==> src/logic/fault_select_pkg.sv <==
// constants and types for the fault reset and event selection bank
package fault_select_pkg;
  // ---------------------------------------------------------------
  // register indices and byte addresses
  // ---------------------------------------------------------------
  localparam logic [15:0] COMM_FAULT_RESET_SELECT_IDX = 16'h042b;
  localparam logic [15:0] SUPPLY_FAULT_EVENT_SELECT_0_IDX = 16'h0430;
  localparam int ADDR_W = 16;
  localparam logic [ADDR_W-1:0] COMM_FAULT_RESET_SELECT_ADDR = ADDR_W'(COMM_FAULT_RESET_SELECT_IDX * 4);
  localparam logic [ADDR_W-1:0] SUPPLY_FAULT_EVENT_SELECT_0_ADDR =
    ADDR_W'(SUPPLY_FAULT_EVENT_SELECT_0_IDX * 4);
  // ---------------------------------------------------------------
  // field positions and reset values
  // ---------------------------------------------------------------
  localparam int COMM_TIMEOUT_RESET_POS = 3;
  localparam int ERROR_COUNTER_OVERFLOW_RESET_POS = 2;
  localparam logic COMM_TIMEOUT_RESET_RST = 1'b1;
  localparam logic ERROR_COUNTER_OVERFLOW_RESET_RST = 1'b0;
  localparam int NUM_SUPPLY_FAULTS = 12;
  localparam logic [NUM_SUPPLY_FAULTS-1:0] SUPPLY_EVENT_RST = 12'h000;
  // supply fault bit positions
  localparam int CORE_SUPPLY_UNDER_POS = 11;
  localparam int CORE_SUPPLY_OVER_POS = 10;
  localparam int AUX_SUPPLY_UNDER_POS = 9;
  localparam int AUX_SUPPLY_OVER_POS = 8;
  localparam int PREREG_REFERENCE_UNDER_POS = 7;
  localparam int CHARGE_PUMP_UNDER_POS = 6;
  localparam int CHARGE_PUMP_OVER_POS = 5;
  localparam int ANALOG_SUPPLY_UNDER_POS = 4;
  localparam int ANALOG_SUPPLY_OVER_POS = 3;
  localparam int ANALOG_CORE_UNDER_POS = 2;
  localparam int ANALOG_CORE_OVER_POS = 1;
  localparam int BATTERY_OVER_POS = 0;
  // ---------------------------------------------------------------
  // bus answers
  // ---------------------------------------------------------------
  localparam logic [1:0] RESP_OKAY = 2'h0;
  localparam logic [1:0] RESP_SLVERR = 2'h2;
  // ---------------------------------------------------------------
  // types
  // ---------------------------------------------------------------
  typedef struct packed {
    logic comm_timeout_reset_bit;
    logic error_counter_overflow_reset_bit;
  } comm_reset_cfg_t;
  typedef logic [NUM_SUPPLY_FAULTS-1:0] supply_vec_t;
  typedef enum logic [1:0] {
    RD_IDLE = 2'b01,
    RD_RESP = 2'b10
  } rd_state_t;
endpackage : fault_select_pkg

==> src/logic/supply_event_gate.sv <==
// per-fault event gating and detection status for the supply monitors
`timescale 1ns/1ps
`default_nettype none
module supply_event_gate
  import fault_select_pkg::*;
(
  // clock, reset and enable
  input wire logic sys_clk,
  input wire logic rst,
  input wire logic ce,
  // faults and enables
  input wire supply_vec_t fault_in,
  input wire supply_vec_t event_enable,
  // results
  output supply_vec_t event_out,
  output supply_vec_t fault_seen
);
  supply_vec_t event_q;
  supply_vec_t seen_q;

  // ---------------------------------------------------------------
  // one gate per supply fault
  // ---------------------------------------------------------------
  for (genvar i = 0; i < NUM_SUPPLY_FAULTS; i++) begin : g_fault
    always_ff @(posedge sys_clk) begin
      if (rst) begin
        event_q[i] <= 1'b0;
      end else if (ce) begin
        event_q[i] <= fault_in[i] & event_enable[i];
      end
    end
    always_ff @(posedge sys_clk) begin
      if (rst) begin
        seen_q[i] <= 1'b0;
      end else if (ce) begin
        seen_q[i] <= fault_in[i];
      end
    end
  end

  assign event_out = event_q;
  assign fault_seen = seen_q;
endmodule : supply_event_gate
`default_nettype wire

==> src/logic/fault_reset_event_select.sv <==
// fault reset and event selection register bank with axi4-lite slave
//
// Overview of operation
// - timeout reset bit 3, resets to 1: comm timeout forces power-on reset
// - timeout reset bit 0: comm timeout returns device to previous mode
// - overflow bit 2, resets to 0: error counter at maximum forces reset
// - comm bits 15:4, 1:0 and event bits 15:12 read zero, read-only
// - bit 11 core supply under-voltage event enable, resets to 0
// - bit 10 core supply over-voltage event enable, resets to 0
// - bit 9 auxiliary supply under-voltage event enable, resets to 0
// - bit 8 auxiliary supply over-voltage event enable, resets to 0
// - bit 7 pre-regulator reference under-voltage event enable, resets to 0
// - bit 6 charge pump under-voltage event enable, resets to 0
// - bit 5 charge pump over-voltage event enable, resets to 0
// - bits 4:0 analog, analog core, battery event enables, reset to 0
//
// Local design decision: the AXI4-Lite register port.
`timescale 1ns/1ps
`default_nettype none
module fault_reset_event_select
  import fault_select_pkg::*;
(
  // clock, reset, enable
  input wire logic sys_clk,
  input wire logic rst,
  input wire logic ce,
  // axi4-lite write address and data
  input wire logic [ADDR_W-1:0] s_axi_awaddr,
  input wire logic s_axi_awvalid,
  output logic s_axi_awready,
  input wire logic [31:0] s_axi_wdata,
  input wire logic [3:0] s_axi_wstrb,
  input wire logic s_axi_wvalid,
  output logic s_axi_wready,
  // axi4-lite write response
  output logic [1:0] s_axi_bresp,
  output logic s_axi_bvalid,
  input wire logic s_axi_bready,
  // axi4-lite read
  input wire logic [ADDR_W-1:0] s_axi_araddr,
  input wire logic s_axi_arvalid,
  output logic s_axi_arready,
  output logic [31:0] s_axi_rdata,
  output logic [1:0] s_axi_rresp,
  output logic s_axi_rvalid,
  input wire logic s_axi_rready,
  // fault monitors
  input wire logic comm_timeout,
  input wire logic error_counter_max,
  input wire supply_vec_t supply_fault,
  // actions
  output logic por_request,
  output logic fallback_previous_mode,
  output supply_vec_t supply_event,
  output supply_vec_t supply_fault_seen
);
  comm_reset_cfg_t comm_cfg_q;
  supply_vec_t event_en_q;
  logic [ADDR_W-1:0] awaddr_q;
  logic [31:0] wdata_q;
  logic [3:0] wstrb_q;
  logic aw_have_q;
  logic w_have_q;
  logic bvalid_q;
  logic [1:0] bresp_q;
  rd_state_t rd_state_q;
  logic [31:0] rdata_q;
  logic [1:0] rresp_q;
  logic por_q;
  logic fallback_q;
  logic do_write;
  logic wr_comm;
  logic wr_event;
  logic [15:0] comm_read;
  logic [15:0] event_read;

  // ---------------------------------------------------------------
  // write channels
  // ---------------------------------------------------------------
  assign s_axi_awready = ~aw_have_q & ~bvalid_q;
  assign s_axi_wready = ~w_have_q & ~bvalid_q;
  assign do_write = aw_have_q & w_have_q & ~bvalid_q;
  assign wr_comm = do_write && (awaddr_q == COMM_FAULT_RESET_SELECT_ADDR);
  assign wr_event = do_write && (awaddr_q == SUPPLY_FAULT_EVENT_SELECT_0_ADDR);

  always_ff @(posedge sys_clk) begin
    if (rst) begin
      aw_have_q <= 1'b0;
      awaddr_q <= '0;
    end else if (ce) begin
      if (s_axi_awvalid && s_axi_awready) begin
        aw_have_q <= 1'b1;
        awaddr_q <= s_axi_awaddr;
      end else if (do_write) begin
        aw_have_q <= 1'b0;
      end
    end
  end

  always_ff @(posedge sys_clk) begin
    if (rst) begin
      w_have_q <= 1'b0;
      wdata_q <= '0;
      wstrb_q <= '0;
    end else if (ce) begin
      if (s_axi_wvalid && s_axi_wready) begin
        w_have_q <= 1'b1;
        wdata_q <= s_axi_wdata;
        wstrb_q <= s_axi_wstrb;
      end else if (do_write) begin
        w_have_q <= 1'b0;
      end
    end
  end

  always_ff @(posedge sys_clk) begin
    if (rst) begin
      bvalid_q <= 1'b0;
      bresp_q <= RESP_OKAY;
    end else if (ce) begin
      if (do_write) begin
        bvalid_q <= 1'b1;
        bresp_q <= (wr_comm || wr_event) ? RESP_OKAY : RESP_SLVERR;
      end else if (s_axi_bready) begin
        bvalid_q <= 1'b0;
      end
    end
  end

  assign s_axi_bvalid = bvalid_q;
  assign s_axi_bresp = bresp_q;

  // ---------------------------------------------------------------
  // configuration registers
  // ---------------------------------------------------------------
  always_ff @(posedge sys_clk) begin
    if (rst) begin
      comm_cfg_q.comm_timeout_reset_bit <= COMM_TIMEOUT_RESET_RST;
      comm_cfg_q.error_counter_overflow_reset_bit <= ERROR_COUNTER_OVERFLOW_RESET_RST;
    end else if (ce && wr_comm && wstrb_q[0]) begin
      comm_cfg_q.comm_timeout_reset_bit <= wdata_q[COMM_TIMEOUT_RESET_POS];
      comm_cfg_q.error_counter_overflow_reset_bit <= wdata_q[ERROR_COUNTER_OVERFLOW_RESET_POS];
    end
  end

  always_ff @(posedge sys_clk) begin
    if (rst) begin
      event_en_q <= SUPPLY_EVENT_RST;
    end else if (ce && wr_event) begin
      if (wstrb_q[0]) begin
        event_en_q[7:0] <= wdata_q[7:0];
      end
      if (wstrb_q[1]) begin
        event_en_q[11:8] <= wdata_q[11:8];
      end
    end
  end

  // ---------------------------------------------------------------
  // read channel
  // ---------------------------------------------------------------
  always_comb begin
    comm_read = 16'h0000;
    comm_read[COMM_TIMEOUT_RESET_POS] = comm_cfg_q.comm_timeout_reset_bit;
    comm_read[ERROR_COUNTER_OVERFLOW_RESET_POS] = comm_cfg_q.error_counter_overflow_reset_bit;
    event_read = {4'h0, event_en_q};
  end

  assign s_axi_arready = (rd_state_q == RD_IDLE);

  always_ff @(posedge sys_clk) begin
    if (rst) begin
      rd_state_q <= RD_IDLE;
      rdata_q <= '0;
      rresp_q <= RESP_OKAY;
    end else if (ce) begin
      unique case (rd_state_q)
        RD_IDLE: begin
          if (s_axi_arvalid) begin
            rd_state_q <= RD_RESP;
            if (s_axi_araddr == COMM_FAULT_RESET_SELECT_ADDR) begin
              rdata_q <= {16'h0000, comm_read};
              rresp_q <= RESP_OKAY;
            end else if (s_axi_araddr == SUPPLY_FAULT_EVENT_SELECT_0_ADDR) begin
              rdata_q <= {16'h0000, event_read};
              rresp_q <= RESP_OKAY;
            end else begin
              rdata_q <= 32'h0000_0000;
              rresp_q <= RESP_SLVERR;
            end
          end
        end
        RD_RESP: begin
          if (s_axi_rready) begin
            rd_state_q <= RD_IDLE;
          end
        end
        default: begin
          rd_state_q <= RD_IDLE;
        end
      endcase
    end
  end

  assign s_axi_rvalid = (rd_state_q == RD_RESP);
  assign s_axi_rdata = rdata_q;
  assign s_axi_rresp = rresp_q;

  // ---------------------------------------------------------------
  // communication fault actions
  // ---------------------------------------------------------------
  always_ff @(posedge sys_clk) begin
    if (rst) begin
      por_q <= 1'b0;
    end else if (ce) begin
      por_q <= (comm_timeout & comm_cfg_q.comm_timeout_reset_bit)
        | (error_counter_max & comm_cfg_q.error_counter_overflow_reset_bit);
    end
  end

  always_ff @(posedge sys_clk) begin
    if (rst) begin
      fallback_q <= 1'b0;
    end else if (ce) begin
      fallback_q <= comm_timeout & ~comm_cfg_q.comm_timeout_reset_bit;
    end
  end

  assign por_request = por_q;
  assign fallback_previous_mode = fallback_q;

  // ---------------------------------------------------------------
  // supply fault events
  // ---------------------------------------------------------------
  supply_event_gate u_gate (
    .sys_clk(sys_clk),
    .rst(rst),
    .ce(ce),
    .fault_in(supply_fault),
    .event_enable(event_en_q),
    .event_out(supply_event),
    .fault_seen(supply_fault_seen)
  );

  // ---------------------------------------------------------------
  // assertions
  // ---------------------------------------------------------------
  property p_timeout_por;
    @(posedge sys_clk) disable iff (rst)
    ce && comm_timeout && comm_cfg_q.comm_timeout_reset_bit |=> por_request && !fallback_previous_mode;
  endproperty
  a_timeout_por: assert property (p_timeout_por) else $error("timeout did not reset");

  property p_timeout_fallback;
    @(posedge sys_clk) disable iff (rst)
    ce && comm_timeout && !comm_cfg_q.comm_timeout_reset_bit |=> fallback_previous_mode;
  endproperty
  a_timeout_fallback: assert property (p_timeout_fallback) else $error("no fallback");

  property p_overflow_por;
    @(posedge sys_clk) disable iff (rst)
    ce && !comm_timeout |=>
      por_request == ($past(error_counter_max)
      && $past(comm_cfg_q.error_counter_overflow_reset_bit));
  endproperty
  a_overflow_por: assert property (p_overflow_por) else $error("overflow reset wrong");

  property p_reserved_zero;
    @(posedge sys_clk) disable iff (rst)
    s_axi_rvalid && s_axi_rresp == RESP_OKAY |-> s_axi_rdata[31:12] == 20'h00000
      && (s_axi_rdata[11:4] == 8'h00 || $past(s_axi_araddr) != COMM_FAULT_RESET_SELECT_ADDR
      || !$past(s_axi_arready))
      && (s_axi_rdata[1:0] == 2'h0 || $past(s_axi_araddr) != COMM_FAULT_RESET_SELECT_ADDR
      || !$past(s_axi_arready));
  endproperty
  a_reserved_zero: assert property (p_reserved_zero) else $error("reserved bits set");

  property p_reset_values;
    @(posedge sys_clk)
    rst |=> comm_cfg_q.comm_timeout_reset_bit && !comm_cfg_q.error_counter_overflow_reset_bit
      && event_en_q == 12'h000;
  endproperty
  a_reset_values: assert property (p_reset_values) else $error("bad reset value");

  property p_event_gated;
    @(posedge sys_clk) disable iff (rst)
    ce |=> supply_event == ($past(supply_fault) & $past(event_en_q));
  endproperty
  a_event_gated: assert property (p_event_gated) else $error("event gating wrong");

  property p_no_event_disabled;
    @(posedge sys_clk) disable iff (rst)
    ce && !event_en_q[CHARGE_PUMP_OVER_POS] |=> !supply_event[CHARGE_PUMP_OVER_POS];
  endproperty
  a_no_event_disabled: assert property (p_no_event_disabled) else $error("event while off");

  property p_still_detected;
    @(posedge sys_clk) disable iff (rst)
    ce && supply_fault[CORE_SUPPLY_UNDER_POS] |=> supply_fault_seen[CORE_SUPPLY_UNDER_POS];
  endproperty
  a_still_detected: assert property (p_still_detected) else $error("fault not seen");

  property p_event_write;
    @(posedge sys_clk) disable iff (rst)
    ce && wr_event && wstrb_q == 4'hf |=>
      {20'h00000, event_en_q} == ($past(wdata_q) & 32'h0000_0fff) && s_axi_bvalid;
  endproperty
  a_event_write: assert property (p_event_write) else $error("enable write lost");

  c_por: cover property (@(posedge sys_clk) disable iff (rst) por_request);
  c_fallback: cover property (@(posedge sys_clk) disable iff (rst) fallback_previous_mode);
  c_event: cover property (@(posedge sys_clk) disable iff (rst) |supply_event);
  c_bad_read: cover property (@(posedge sys_clk) disable iff (rst)
    s_axi_rvalid && s_axi_rresp == RESP_SLVERR);
endmodule : fault_reset_event_select
`default_nettype wire

==> config.mk <==
export PLATFORM = sky130hd
export DESIGN_NAME = fault_reset_event_select
export DESIGN_NICKNAME = d
export VERILOG_FILES = /design/src/logic/fault_select_pkg.sv /design/src/logic/supply_event_gate.sv /design/src/logic/fault_reset_event_select.sv
export SDC_FILE = /design/constraint.sdc
export NUM_CORES = 1
export LEC_CHECK = 0
export ABC_AREA = 1
export BUFFER_PORTS_ARGS = -buffer_cell sky130_fd_sc_hd__buf_2
export CORE_MARGIN = 4
export CORE_UTILIZATION = 48
export DETAILED_ROUTE_END_ITERATION = 10
export PLACE_DENSITY = 0.87
export SYNTH_ARGS = -nofsm -noshare
export SYNTH_HDL_FRONTEND = slang
export SYNTH_SLANG_ARGS = --single-unit
==> constraint.sdc <==
create_clock -name sys_clk -period 1.7 [get_ports sys_clk]
set_clock_uncertainty 0.05 [all_clocks]
set_input_delay 0.085 -clock sys_clk [delete_from_list [all_inputs] [get_ports sys_clk]]
set_output_delay 0.085 -clock sys_clk [all_outputs]
set_load 0.02 [all_outputs]
==> reports/qor.txt <==
status: finished clean
CTS tree: yes
All-Layer GR Usage: 0.224
DIE HEIGHT: 96.2 um
clk buf depth: 2
largest delay contributor family on the critical path: simple AND/OR/NAND/NOR gates
Leakage: 0.00237 uW
wirelength, routed: 10.3 mm
initial DRC count: 192
start point of the critical path: s_axi_bvalid
Hold Buf Count CTS: 44
initial antenna violation count: 0
total power: 4480 uW
fin crit share: 0.935
EDFF count, synth: 0
gpl congestion: 0.821
crit end category: register
Wirelength per Cell: 13.4 um
vias in the first global route: 3,576
most common cell in the netlist: nor2_1
cell row count: 31
CP arrival: 1.82 ns
clk sinks: 89
#FFs+latches synth: 89
Die X: 96.2 um
post-CTS setup buffers: 0
io pins: 157
Pwr Density: 900 nW/um^2
fraction of layout cells with a size suffix above 1: 0.223
slowest CP cell: inv_1
fin crit period: 1.59 ns
register area share after synthesis: 0.477
top_reg_cell synth: dfxtp_1
Area after DPL: 4300 sq um
Clk Latency, worst-skew pair: 0.34 ns
Worst-path clk slew: 0.09 ns
asr flop ratio synth: 0
CTS Buf Count: 9
CTS root buf: clkbuf_8
RSZ-0062 raised after global routing: false
PnR worst setup slack: 0.110 ns
Setup Viol. Count Final: 0
YS warnings: 0
largest net degree at the start of global routing: 39
setup tns final: 0 ns
Crit path required time: 1.93 ns
Worst VDD drop: 0.498 mV
Crit path largest cell delay: 0.38 ns
Post-Syn Area: 3730 sq um
Most common cell on crit path: nor2_1
worst slack at placement: 0.296 ns
die area: 9250 sq um
cells after synthesis: 516
Max Clock Freq: 629 MHz
DRC violations left: 0
Resized Gates After CTS: 0
DP Wirelength: 6.84 mm
Yosys top cell by area: dfxtp_1
First-pass DRT Iterations: 6
ant diodes: 0
CP max FO: 13
Avg Inst Size Synth: 7.23 sq um
Hold Crit Start: error_counter_max
synth cell count leaders: nor2_1, nand2_1, dfxtp_1
Detail Route Antenna Nets: 0
Worst Hold Class: in2reg
GRT Residual Overflow: 0
Slew Limit Fails: 0
PortBufs: 112
# fillers: 597
routed vias: 3,837
CP Class: reg2reg
first-pass GRT wire length: 16.1 mm
synth top area cells: dfxtp_1, nor2_1, nand2_1
R2R Path Start: s_axi_bvalid
core area: 7410 sq um
initial core utilization: 0.504
Worst Path Buf+Inv: 1
Layout area overhead: 33.3%
Finished Cell Area: 4970 sq um
crit start category: register
H-tree depth: 3
Distinct cells, synth: 27
share of the synthesized area in the top cell type: 0.477
Final Hold Viols: 0
max_cap viols: 0
critical path cell sequence: nor2_1 > nand3_1 > inv_1 > nor2_1 > nor2_1
Final #Nets: 758
routed vias/inst: 4.97
## sequential cells by signal, indices dropped and copies added, names as in the netlist
name	count
awaddr_q	16
event_en_q	12
wstrb_q	2
s_axi_bvalid	1
rd_state_q	2
s_axi_bresp	1
wdata_q	12
w_have_q	1
comm_cfg_q	2
u_gate.fault_seen	12
fallback_previous_mode	1
s_axi_rdata	12
aw_have_q	1
s_axi_rresp	1
u_gate.event_out	12
por_request	1
## cell type report
class	count	area, sq um	share of cell area
multi-input cells	365	1610	0.324
inverters	36	135	0.0272
repair buffers	167	1080	0.218
flip-flops and latches	89	1780	0.358
clock buffers	11	151	0.0304
clock inverters	5	86.3	0.0174
well taps	99	124	0.0249
## report_power, final
group          internal, uW  switching (uW)  leakage, uW  total (uW)
logic                   242             352      0.00152         594
registers              2170            49.3     0.000726        2220
clock network           919             747     0.000120        1670
## tightest hold or removal path, stage by stage
cell	delay, ns
buf_2	0.10
nand2_1	0.06
a31o_2	0.14
inv_1	0.03
## layer usage
| metal | vias to the layer above | global-route usage | part of all wire |
|---|---|---|---|
| met5 | - | 0 | 0 |
| met4 | 0 | 0.126 | 0.039 |
| met3 | 39 | 0.0407 | 0.071 |
| met2 | 186 | 0.388 | 0.49 |
| met1 | 1704 | 0.257 | 0.40 |
| li1 | 1908 | - | - |
## cell usage in the layout, fill, tap and decap left out
cell / synthesis / routed
a21oi_1: 43 / 43
a31o_2: 1 / 1
and2_1: 1 / 1
buf_2: 4 / 112
buf_4: 25 / 11
bufinv_16: 0 / 2
clkbuf_8: 0 / 11
clkinv_1: 1 / 1
clkinv_4: 0 / 2
conb_1: 1 / 22
dfxtp_1: 89 / 89
dlygate4sd3_1: 0 / 44
inv_1: 35 / 35
inv_6: 0 / 1
nand2_1: 101 / 101
nand2_2: 2 / 2
nand3_1: 26 / 26
nand3_2: 1 / 1
nand4_1: 13 / 13
nand4_2: 1 / 1
nand4_4: 1 / 1
nor2_1: 108 / 108
nor2_2: 3 / 3
nor2_4: 1 / 1
nor3_1: 3 / 3
o211ai_1: 2 / 2
o21a_1: 1 / 1
o21ai_0: 34 / 34
or2_4: 1 / 1
## metrics by stage
stage / cells / hold WS (ns) / util
2_1_floorplan: 537 / 0.180 / -
3_3_place_gp: 712 / 0.282 / 0.580
3_5_place_dp: 712 / 0.290 / 0.580
4_1_cts: 772 / 0.0456 / 0.671
5_1_grt: 772 / 0.0533 / 0.671
6_report: 772 / 0.0522 / 0.671
## worst paths after layout
check,endpoint,slack (ns),cells after the start
worst max-delay path,awaddr_q[2],0.11,5
worst min-delay path,por_request,0.05,4
worst max register to register,awaddr_q[2],0.11,5
worst min register to register,u_gate.fault_seen[9],0.41,2
## cells by family (layout without fill, tap and decap cells)
| family | count (synthesis) | after routing | synth area share |
|---|---|---|---|
| simple gates | 262 | 262 | 0.298 |
| flops | 89 | 89 | 0.477 |
| buf+inv | 83 | 219 | 0.112 |
| compound gates | 81 | 81 | 0.112 |
| other cells | 1 | 22 | 0.00100 |
No activity file was read; power rests on OpenSTA's default activity.
